## src/epi_cfg.svh

```systemverilog
// register indices, field positions, reset values and timing counts of the pin interrupt unit
// Summary of operation
// upper pins 7..4 request only with global enable and their enable bit set
// upper pins are sampled by the clock; pulses over one period are caught
// sense field 00 low, 01 any change, 10 falling, 11 rising edge
// a low-level source holds the pin low until the current instruction ends
// enabled low-level pin requests for as long as it stays low
// software disables a pin before changing its sense bits
// eight enable bits with global enable gate each pin; sense picks the trigger; here pins 3..0 have no sense field and trigger on any change
// pin activity triggers even while the pin is driven as an output
// a triggering edge or change sets the pin flag; vector needs both enables
// flags clear on vector entry or on writing a one
// a pin flag stays clear while that pin uses low-level sensing
// sleep with lower pins disabled gates their buffers and may set flags 3..0
// group 2 enable and global enable let unmasked inputs 23..16 request
// group 1 enable and global enable let unmasked inputs 15..8 request
// group 0 enable and global enable let unmasked inputs 7..0 request
// a change in a group sets that group's flag, bits 2, 1, 0
// a mask bit enables its own input only together with its group enable
// change detection works on all twenty-four inputs for wake from sleep; here detection is clocked, so the clock must keep running
// upper edge recognition needs the running clock
// enables, masks, sense bits and flags reset to zero; reserved bits read zero
// an acknowledge pulse clears its flag; requests follow flag and enables
`ifndef EPI_CFG_SVH
`define EPI_CFG_SVH
`define EPI_IDX_CHG_FLAG 10'h03B
`define EPI_IDX_EXT_FLAG 10'h03C
`define EPI_IDX_EXT_EN 10'h03D
`define EPI_IDX_CHG_EN 10'h068
`define EPI_IDX_UP_SENSE 10'h06A
`define EPI_IDX_MASK0 10'h06B
`define EPI_IDX_MASK1 10'h06C
`define EPI_IDX_MASK2 10'h06D
`define EPI_IDX_GLOBAL 10'h070
`define EPI_GLOBAL_EN_BIT 0
`define EPI_UPPER_LO 4
`define EPI_SENSE_W 2
`define EPI_RESET_BYTE 8'h00
`define EPI_PIN_IDLE 1'b1
`define EPI_SYNC_STAGES 2
`endif

```

## src/epi_pkg.sv

```systemverilog
// types shared by the pin interrupt unit
package epi_pkg;
  typedef enum logic [1:0]
  {
    epi_sense_low = 2'b00,
    epi_sense_any = 2'b01,
    epi_sense_fall = 2'b10,
    epi_sense_rise = 2'b11
  } epi_sense_t;
  typedef struct packed
  {
    logic [2:0] chg;
    logic [7:0] ext;
  } epi_irq_t;
endpackage : epi_pkg

```

## src/epi_sync.sv

```systemverilog
// two-flop synchroniser for asynchronous pin inputs
`timescale 1ns/10ps
`default_nettype none
`include "epi_cfg.svh"
module epi_sync #(
  parameter int W = 8
) (
  input wire logic clk_sys,
  input wire logic rst,
  input wire logic [W-1:0] d,
  output logic [W-1:0] q
);
  logic [W-1:0] meta;
  if (W < 1 || `EPI_SYNC_STAGES != 2)
  begin : g_chk
    $error("epi_sync: width must be positive");
  end
  // pins idle high, so reset to that level to avoid a false change at release
  always_ff @(posedge clk_sys or posedge rst)
  begin
    if (rst)
    begin
      meta <= {W{`EPI_PIN_IDLE}};
      q <= {W{`EPI_PIN_IDLE}};
    end
    else
    begin
      meta <= d;
      q <= meta;
    end
  end
endmodule : epi_sync
`default_nettype wire

```

## src/epi_top.sv

```systemverilog
// external pin and pin-change interrupt unit with an APB register slave
//
// The APB register port is this design's own decision.
`timescale 1ns/10ps
`default_nettype none
`include "epi_cfg.svh"
module epi_top #(
  parameter int ADDR_W = 12
) (
  input wire logic clk_sys,
  input wire logic rst,
  input wire logic psel,
  input wire logic penable,
  input wire logic pwrite,
  input wire logic [ADDR_W-1:0] paddr,
  input wire logic [31:0] pwdata,
  input wire logic [3:0] pstrb,
  output logic [31:0] prdata,
  output logic pready,
  output logic pslverr,
  input wire logic [7:0] ext_irq_pins,
  input wire logic [23:0] change_inputs,
  input wire logic sleep_active,
  input wire epi_pkg::epi_irq_t irq_ack,
  output epi_pkg::epi_irq_t irq_req
);
  if (ADDR_W < 12)
  begin : g_chk
    $error("epi_top: address too narrow for the register map");
  end

  function automatic logic is_idx(input logic [9:0] idx, input logic [9:0] want);
    is_idx = (idx == want);
  endfunction : is_idx

  logic gie;
  logic [7:0] ext_pin_enable_reg;
  logic [7:0] ext_pin_flags;
  logic [7:0] upper_sense_reg;
  logic [2:0] change_group_enable_reg;
  logic [2:0] change_group_flag_reg;
  logic [7:0] change_mask [3];
  logic [7:0] ext_s;
  logic [7:0] ext_view;
  logic [7:0] ext_p;
  logic [23:0] chg_s;
  logic [23:0] chg_p;
  logic [7:0] ext_hit;
  logic [7:0] upper_level;
  logic [2:0] group_hit;
  logic [7:0] next_ext_flag;
  logic [2:0] next_chg_flag;
  logic [9:0] idx;
  logic wr;
  logic [7:0] wbyte;
  logic mapped;

  // pins cross into the clock domain before any edge logic sees them
  epi_sync #(.W(8)) u_ext_sync (
    .clk_sys(clk_sys),
    .rst(rst),
    .d(ext_irq_pins),
    .q(ext_s)
  );
  // true asynchronous detection is traded for a clean synchronous design;
  // wake from deep sleep needs this clock kept running
  epi_sync #(.W(24)) u_chg_sync (
    .clk_sys(clk_sys),
    .rst(rst),
    .d(change_inputs),
    .q(chg_s)
  );

  assign idx = paddr[11:2];
  assign wbyte = pwdata[7:0];
  assign wr = psel && penable && pready && pwrite && !pslverr && pstrb[0];

  always_comb
  begin
    mapped = 1'b0;
    case (idx)
      `EPI_IDX_CHG_FLAG, `EPI_IDX_EXT_FLAG, `EPI_IDX_EXT_EN, `EPI_IDX_CHG_EN,
      `EPI_IDX_UP_SENSE, `EPI_IDX_MASK0, `EPI_IDX_MASK1, `EPI_IDX_MASK2,
      `EPI_IDX_GLOBAL: mapped = (paddr[1:0] == 2'h0);
      default: mapped = 1'b0;
    endcase
  end

  // lower pin buffers are switched off in sleep when disabled; the forced
  // level can look like a change and set their flags
  always_comb
  begin
    ext_view = ext_s;
    ext_view[3:0] = ext_s[3:0] | ({4{sleep_active}} & ~ext_pin_enable_reg[3:0]);
  end

  always_ff @(posedge clk_sys or posedge rst)
  begin
    if (rst)
    begin
      ext_p <= {8{`EPI_PIN_IDLE}};
      chg_p <= {24{`EPI_PIN_IDLE}};
    end
    else
    begin
      ext_p <= ext_view;
      chg_p <= chg_s;
    end
  end

  // per-pin trigger; direction of the pin plays no part here
  for (genvar g = 0; g < 8; g++)
  begin : g_pin
    if (g >= `EPI_UPPER_LO)
    begin : g_up
      epi_pkg::epi_sense_t mode;
      assign mode = epi_pkg::epi_sense_t'(upper_sense_reg[`EPI_SENSE_W*(g-`EPI_UPPER_LO) +: `EPI_SENSE_W]);
      always_comb
      begin
        ext_hit[g] = 1'b0;
        upper_level[g] = 1'b0;
        case (mode)
          epi_pkg::epi_sense_low: upper_level[g] = 1'b1;
          epi_pkg::epi_sense_any: ext_hit[g] = ext_view[g] ^ ext_p[g];
          epi_pkg::epi_sense_fall: ext_hit[g] = ext_p[g] && !ext_view[g];
          epi_pkg::epi_sense_rise: ext_hit[g] = !ext_p[g] && ext_view[g];
          default: ext_hit[g] = 1'b0;
        endcase
      end
    end
    else
    begin : g_lo
      // lower sense control lives elsewhere; any change counts here
      always_comb
      begin
        ext_hit[g] = ext_view[g] ^ ext_p[g];
        upper_level[g] = 1'b0;
      end
    end
  end

  for (genvar k = 0; k < 3; k++)
  begin : g_grp

    assign group_hit[k] = change_group_enable_reg[k] && (|((chg_s[8*k +: 8] ^ chg_p[8*k +: 8]) & change_mask[k]));
  end

  // a new event wins over a clear in the same cycle
  always_comb
  begin
    logic [7:0] ext_clr;
    logic [2:0] chg_clr;
    ext_clr = irq_ack.ext;
    chg_clr = irq_ack.chg;
    if (wr && is_idx(idx, `EPI_IDX_EXT_FLAG))
    begin
      ext_clr = ext_clr | wbyte;
    end
    if (wr && is_idx(idx, `EPI_IDX_CHG_FLAG))
    begin
      chg_clr = chg_clr | wbyte[2:0];
    end
    next_ext_flag = ((ext_pin_flags & ~ext_clr) | ext_hit) & ~upper_level;
    next_chg_flag = (change_group_flag_reg & ~chg_clr) | group_hit;
  end

  always_ff @(posedge clk_sys or posedge rst)
  begin
    if (rst)
    begin
      ext_pin_flags <= `EPI_RESET_BYTE;
      change_group_flag_reg <= 3'h0;
    end
    else
    begin
      ext_pin_flags <= next_ext_flag;
      change_group_flag_reg <= next_chg_flag;
    end
  end

  // configuration registers
  always_ff @(posedge clk_sys or posedge rst)
  begin
    if (rst)
    begin
      gie <= 1'b0;
      ext_pin_enable_reg <= `EPI_RESET_BYTE;
      upper_sense_reg <= `EPI_RESET_BYTE;
      change_group_enable_reg <= 3'h0;
      change_mask[0] <= `EPI_RESET_BYTE;
      change_mask[1] <= `EPI_RESET_BYTE;
      change_mask[2] <= `EPI_RESET_BYTE;
    end
    else if (wr)
    begin
      if (is_idx(idx, `EPI_IDX_GLOBAL))
      begin
        gie <= wbyte[`EPI_GLOBAL_EN_BIT];
      end
      if (is_idx(idx, `EPI_IDX_EXT_EN))
      begin
        ext_pin_enable_reg <= wbyte;
      end
      // sense may change while enabled; software is expected to disable first
      if (is_idx(idx, `EPI_IDX_UP_SENSE))
      begin
        upper_sense_reg <= wbyte;
      end
      if (is_idx(idx, `EPI_IDX_CHG_EN))
      begin
        change_group_enable_reg <= wbyte[2:0];
      end
      if (is_idx(idx, `EPI_IDX_MASK0))
      begin
        change_mask[0] <= wbyte;
      end
      if (is_idx(idx, `EPI_IDX_MASK1))
      begin
        change_mask[1] <= wbyte;
      end
      if (is_idx(idx, `EPI_IDX_MASK2))
      begin
        change_mask[2] <= wbyte;
      end
    end
  end

  // requests follow the next flag so an acknowledged vector drops at once;
  // a low-level pin requests straight from the sampled pin
  always_ff @(posedge clk_sys or posedge rst)
  begin
    if (rst)
    begin
      irq_req <= '0;
    end
    else
    begin
      irq_req.ext <= {8{gie}} & ext_pin_enable_reg
                     & (next_ext_flag | (upper_level & ~ext_s));
      irq_req.chg <= {3{gie}} & change_group_enable_reg & next_chg_flag;
    end
  end

  // no wait state: read data and answer are captured in the setup cycle; writes land in the access cycle
  always_ff @(posedge clk_sys or posedge rst)
  begin
    if (rst)
    begin
      pready <= 1'b0;
      pslverr <= 1'b0;
      prdata <= 32'h0000_0000;
    end
    else
    begin
      pready <= psel && !penable;
      pslverr <= psel && !penable && !mapped;
      prdata <= 32'h0000_0000;
      if (psel && !penable && !pwrite && mapped)
      begin
        case (idx)
          `EPI_IDX_CHG_FLAG: prdata[2:0] <= change_group_flag_reg;
          `EPI_IDX_EXT_FLAG: prdata[7:0] <= ext_pin_flags;
          `EPI_IDX_EXT_EN: prdata[7:0] <= ext_pin_enable_reg;
          `EPI_IDX_CHG_EN: prdata[2:0] <= change_group_enable_reg;
          `EPI_IDX_UP_SENSE: prdata[7:0] <= upper_sense_reg;
          `EPI_IDX_MASK0: prdata[7:0] <= change_mask[0];
          `EPI_IDX_MASK1: prdata[7:0] <= change_mask[1];
          `EPI_IDX_MASK2: prdata[7:0] <= change_mask[2];
          `EPI_IDX_GLOBAL: prdata[`EPI_GLOBAL_EN_BIT] <= gie;
          default: prdata <= 32'h0000_0000;
        endcase
      end
    end
  end

  // checks, helper causes computed apart from the main decode
  logic [7:0] rise_cause;
  logic [7:0] fall_cause;
  always_comb
  begin
    rise_cause = 8'h00;
    fall_cause = 8'h00;
    for (int i = `EPI_UPPER_LO; i < 8; i++)
    begin
      rise_cause[i] = (upper_sense_reg[2*i-8 +: 2] == 2'h3) && !ext_p[i] && ext_s[i];
      fall_cause[i] = (upper_sense_reg[2*i-8 +: 2] == 2'h2) && ext_p[i] && !ext_s[i];
    end
  end
endmodule : epi_top
`default_nettype wire

```

## config.mk

```make
export PLATFORM = sky130hd
export DESIGN_NAME = epi_top
export DESIGN_NICKNAME = d
export VERILOG_FILES = /design/src/epi_pkg.sv /design/src/epi_sync.sv /design/src/epi_top.sv
export VERILOG_INCLUDE_DIRS = /design/src /design/src/src
export SDC_FILE = /design/constraint.sdc
export NUM_CORES = 1
export LEC_CHECK = 0
export BUFFER_PORTS_ARGS = -buffer_cell sky130_fd_sc_hd__buf_2
export CORE_ASPECT_RATIO = 1.4
export CORE_UTILIZATION = 45
export CTS_CLUSTER_DIAMETER = 60
export CTS_CLUSTER_SIZE = 28
export DETAILED_ROUTE_END_ITERATION = 16
export GPL_ROUTABILITY_DRIVEN = 0
export PLACE_DENSITY = 0.68
export SLEW_MARGIN = 20
export SYNTH_ARGS = -nofsm -noshare
export SYNTH_HDL_FRONTEND = slang
export SYNTH_SLANG_ARGS = --single-unit
```

## constraint.sdc

```tcl
create_clock -name clk_sys -period 10.5 [get_ports clk_sys]
set_input_delay 1.575 -clock clk_sys [delete_from_list [all_inputs] [get_ports clk_sys]]
set_output_delay 1.575 -clock clk_sys [all_outputs]
set_load 0.1 [all_outputs]
```

# Word level (Yosys, flattened, before mapping)

Cells that the tools add are included.

Bits in registers: 196
Input port bits: 97
Logic and storage cells: 140

Equality and inequality tests: 21
Multiplexer cells: 15
Bitwise operators: 34
Reductions and logical operators: 50

Operators by type and width:

| kind                                            | number |
|---|---|
| AND 8 bit                                       | 8 |
| == test 10 x 7 -> 1 bit (second input constant) | 6 |
| == test 10 x 6 -> 1 bit (second input constant) | 3 |
| case mux 5 bit (6 select lines)                 | 1 |
| inverter 8 bit                                  | 3 |
| OR 8 bit                                        | 3 |
| OR reduction 8 bit                              | 3 |
| XOR 8 bit                                       | 3 |
| logical AND 1 bit                               | 22 |
| == test 2 bit (second input constant)           | 8 |
| two-way mux 8 bit                               | 2 |
| case mux 2 bit (8 select lines)                 | 1 |
| AND reduction 2 bit                             | 7 |
| logical NOT 1 bit                               | 12 |
| case mux 1 bit (3 select lines)                 | 4 |
| logical NOT 2 bit                               | 5 |
| AND 3 bit                                       | 3 |
| case mux 1 bit (9 select lines)                 | 1 |
| OR reduction 9 bit                              | 1 |
| == test 2 x 1 -> 1 bit (second input constant)  | 4 |
| XOR 1 bit                                       | 8 |
| OR 3 bit                                        | 2 |
| two-way mux 1 bit                               | 5 |
| AND 4 bit                                       | 1 |
| other kinds (4)                                 | 4 |

# Longest topological paths before layout

Word-level depth: 13
Gate-level depth with buffers: 8
Gate-level depth less buffers: 6

# Modules after synthesis

From an unflattened synthesis, not the netlist that was laid out.

Cells, all modules: 518
Area total of the unflattened synthesis: 6994.2 um2

Modules (own cells, without submodules):

| module                 | instances | cells each | area an instance (um2) |
|---|---|---|---|
| epi_top                | 1         | 452        | 5305.1 |
| epi_sync at u_chg_sync | 1         | 49         | 1265.0 |
| epi_sync at u_ext_sync | 1         | 17         | 424.2 |

# Least setup slack after synthesis

No wires, ideal clock.

Kind: input to register
Start point: in paddr[11]
End point: reg change_mask[0] (netlist bit)
Arrival: 2.830 ns
Data required time: 10.375 ns
Setup slack: 7.544 ns
Cell stages on the path: 5
Path through: nor3b_4 > nand4b_4 > or3_1 > buf_6 > mux2_4

Cells in the longest elaborated chain, start to end: 2

RTL lines:

| what                          | line          | source |
|---|---|---|
| start, declared               | epi_top.sv:15 | `input wire logic [ADDR_W-1:0] paddr,` |
| == test 10 x 7 -> 1 bit       | epi_top.sv:33 | `is_idx = (idx == want);` |
| AND reduction 2 bit (no line) | --            |  |
| end, declared                 | epi_top.sv:42 | `logic [7:0] change_mask [3];` |

Every way passes these cells.
A chain may end at the register's enable or synchronous reset.

# Worst setup path after layout

Start point: in paddr[6]
End point: reg prdata[5]

Cells in the longest elaborated chain, start to end: 5
Elaborated cells between the ends (all ways): 14
Classes of those cells: eq/ne: 9; mux: 3; reduce/logical: 2

RTL lines:

| what                                                  | line                          | source |
|---|---|---|
| == test 10 x 6 -> 1 bit, or another cell as far along | epi_top.sv:81, epi_top.sv:260 |  |
| OR reduction 9 bit                                    | epi_top.sv:81                 | `case (idx)` |
| two-way mux 1 bit                                     | epi_top.sv:81                 |  |
| logical AND 1 bit                                     | epi_top.sv:258                | `if (psel && !penable && !pwrite && mapped)` |
| two-way mux 8 bit *                                   | epi_top.sv:258                |  |
| end signal, assigned                                  | epi_top.sv:262                | `` `EPI_IDX_EXT_FLAG: prdata[7:0] <= ext_pin_flags; `` |
| end signal, assigned                                  | epi_top.sv:263                | `` `EPI_IDX_EXT_EN: prdata[7:0] <= ext_pin_enable_reg; `` |
| end signal, assigned                                  | epi_top.sv:265                | `` `EPI_IDX_UP_SENSE: prdata[7:0] <= upper_sense_reg; `` |
| end, declared                                         | epi_top.sv:18                 | `output logic [31:0] prdata,` |

Every way passes the cells marked *; elsewhere a longest branch is shown, timed or not.

==> results.cfg <==
[outcome]
status = finished, final reports clean

[detailed_routing]
drc_errors = 0
num_vias = 4335
drt_iter0_markers = 259
via_per_inst = 5.34
wl_per_cell_um = 17.9
antenna_left = 0
drtPass1Iterations = 4
wirelength_um = 14500

[hold_path]
min_path_type = flip-flop to flip-flop

[critical_path]
reg2reg_slack_ns = 8.37
critical_path_required_ns = 10.82
critPathMaxFanout = 23
max_stage_delay_ns = 0.76
crit_path_start_kind = input port
cp_top_family = simple AND/OR/NAND/NOR gates
critPathArrivalTime_ns = 4.05
path_class = input port to flip-flop
cp_slowest_cell = and2b_1
worstPathCellList = buf_2 > and2b_1 > nand2_1 > nor3_1 > a22oi_1 > a21oi_1
endpoint_kind = flip-flop
crit_buf_inv = 1

[power_and_ir_drop]
powerDensity_nw_per_um2 = 180
power_leakage_nw = 3.83
ir_worst_vdd_mv = 0.117

[flow_run]
cap_violations = 0

[timing]
final-setup-viol-count = 0
worstMarginPinSlew_ns = 0.974
slew_viol_final = 0
hold_viol_final = 0
fmax_ghz = 0.268
final.min_clock_period_ns = 3.73
fin_tns_setup_ns = 0
relSlewSlack = 0.351
clock_skew_ns = 0.00888
rsz0062_at_grt = false
min_period_over_period = 0.355

[yosys]
syn-mean-instance-area_um2 = 13.6
yosysWarnings = 0
synth_ff_type = dfstp_2
yosys.area.top_type = dfstp_2
synth_area_um2 = 6950
yosys_register_bits = 172
synth_edf_count = 0
syn_inst = 510
synthTopCellsByArea = dfstp_2 (36%), dfrtp_1 (27%), mux2_2 (6.3%)
ys_types = 48
yosysMostFrequentCell = dfstp_2
yosys-top-cells-count = dfstp_2 (96), dfrtp_1 (76), mux2_2 (39)
synth_top_area_frac = 0.363
async_flop_share = 1.00
ys_seq_area_frac = 0.636

[floorplanning]
die_w_um = 107
die-height_um = 149
fp-row-count = 53
die-area_um2 = 16000
initial_core_util = 0.462
io_pins = 142
core_um2 = 15100

[clocking]
numCtsBuffers = 17
cts_root_buf = clkbuf_16
ctsHoldBuffers = 0
cts.repair.resized = 0
htreeDepth = 4
path_clk_slew_ns = 0.07
postCtsSetupBuffers = 0
cts.sinks = 172
cts_tree = built
cts_buffer_depth = 2
clk_latency_ns = 0.42

[grt]
antenna_found_initial = 0
grt_overflow = 0
grt.total_usage = 0.198
grt_max_degree = 91
first_global_vias = 4547
grt_pass1_wl_um = 23300

[placement]
placedCellCount = 780
hpwl_um = 10100
portBuffers = 90
placed_area_um2 = 7500

[cells_and_area]
diodes = 0
drive_above_1_share = 0.450
syn_to_final_growth_pct = 17.1
fill_cells = 1266
design_area_um2 = 8140
final-seq-area_um2 = 4420
multi_input_area_um2 = 2280
final_cells = 812
nets = 712
## worst register-to-register path, stage by stage (launching register included)
cell and delay [ns]:
dfrtp_1 0.38, and4b_1 0.29, and4b_1 0.55, nand2b_1 0.42
mux2_2 0.39
## report_power, final
group | internal (mW) | switching [mW] | total (mW)
Combinational | 0.0232 | 0.0797 | 0.103
Clock | 0.382 | 0.273 | 0.655
Sequential | 0.699 | 0.0107 | 0.710
Total | 1.10 | 0.364 | 1.47
## worst paths after layout
check / startpoint / to / cells past startpoint
worst max-delay path: paddr[6] / prdata[5] / 6
worst min-delay path: u_ext_sync.meta[0] / u_ext_sync.q[0] / 0
worst max register to register: pslverr / ext_pin_enable_reg[4] / 4
worst min register to register: u_ext_sync.meta[0] / u_ext_sync.q[0] / 0
max in group asynchronous: rst / prdata[3] / 3
min in group asynchronous: rst / irq_req[5] / 2
## cell type report
cell class | instances | share of cell area
well taps | 192 | 0.0295
clock buffers | 19 | 0.0570
inverters | 23 | 0.0112
multi-input cells | 301 | 0.280
flip-flops and latches | 172 | 0.544
clock inverters | 13 | 0.0212
repair buffers | 92 | 0.0572
## cells by family (layout without fill, tap and decap cells)
group                      count (synthesis)  in the layout  synth area share
DFF                                      172            172             0.636
other                                      1             24          0.000539
adders and majority gates                  8              8            0.0144
xor gates and xnor gates                  28             28            0.0353
buffers and inverters                     60            147            0.0480
AOI/OAI and AO/OA                        100            100             0.105
muxes                                     47             47            0.0804
and+or+nand+nor                           94             94            0.0801
## metal layers
metal,part of all wire,GRT usage,vias to the layer above
met3,0.053,0.0419,35
met1,0.41,0.242,2177
met2,0.51,0.328,173
met4,0.036,0.104,0
li1,-,-,1950
met5,0,0,-
## through the flow
stage / setup slack (ns) / util / hold WS [ns] / total power [mW]
5_1_grt: 6.63 / 0.541 / 0.358 / 1.52
2_1_floorplan: 4.42 / - / 0.345 / 0.799
4_1_cts: 6.84 / 0.541 / 0.353 / 1.48
3_5_place_dp: 6.41 / 0.498 / 0.347 / 0.825
3_3_place_gp: 6.44 / 0.498 / 0.345 / 0.820
6_report: 6.77 / 0.541 / 0.348 / 1.47
## placed cells by master (no fill, tap or decap), drive strengths merged, types with 4 or more instances in the layout
cell and n:
a21o 7, clkbuf 19, conb 24, mux2 47
a211oi 7, ha 8, a311oi 4, nand2 15
nor2b 10, a21oi 21, a22oi 33, a31o 4
xor2 28, and3 6, nand4 7, a22o 13
clkinv 4, dfrtp 76, buf 92, nand2b 8
inv 29, nor3 6, nand3 7, dfstp 96
nor2 23
Note: power is estimated with default switching activity, not from simulation.
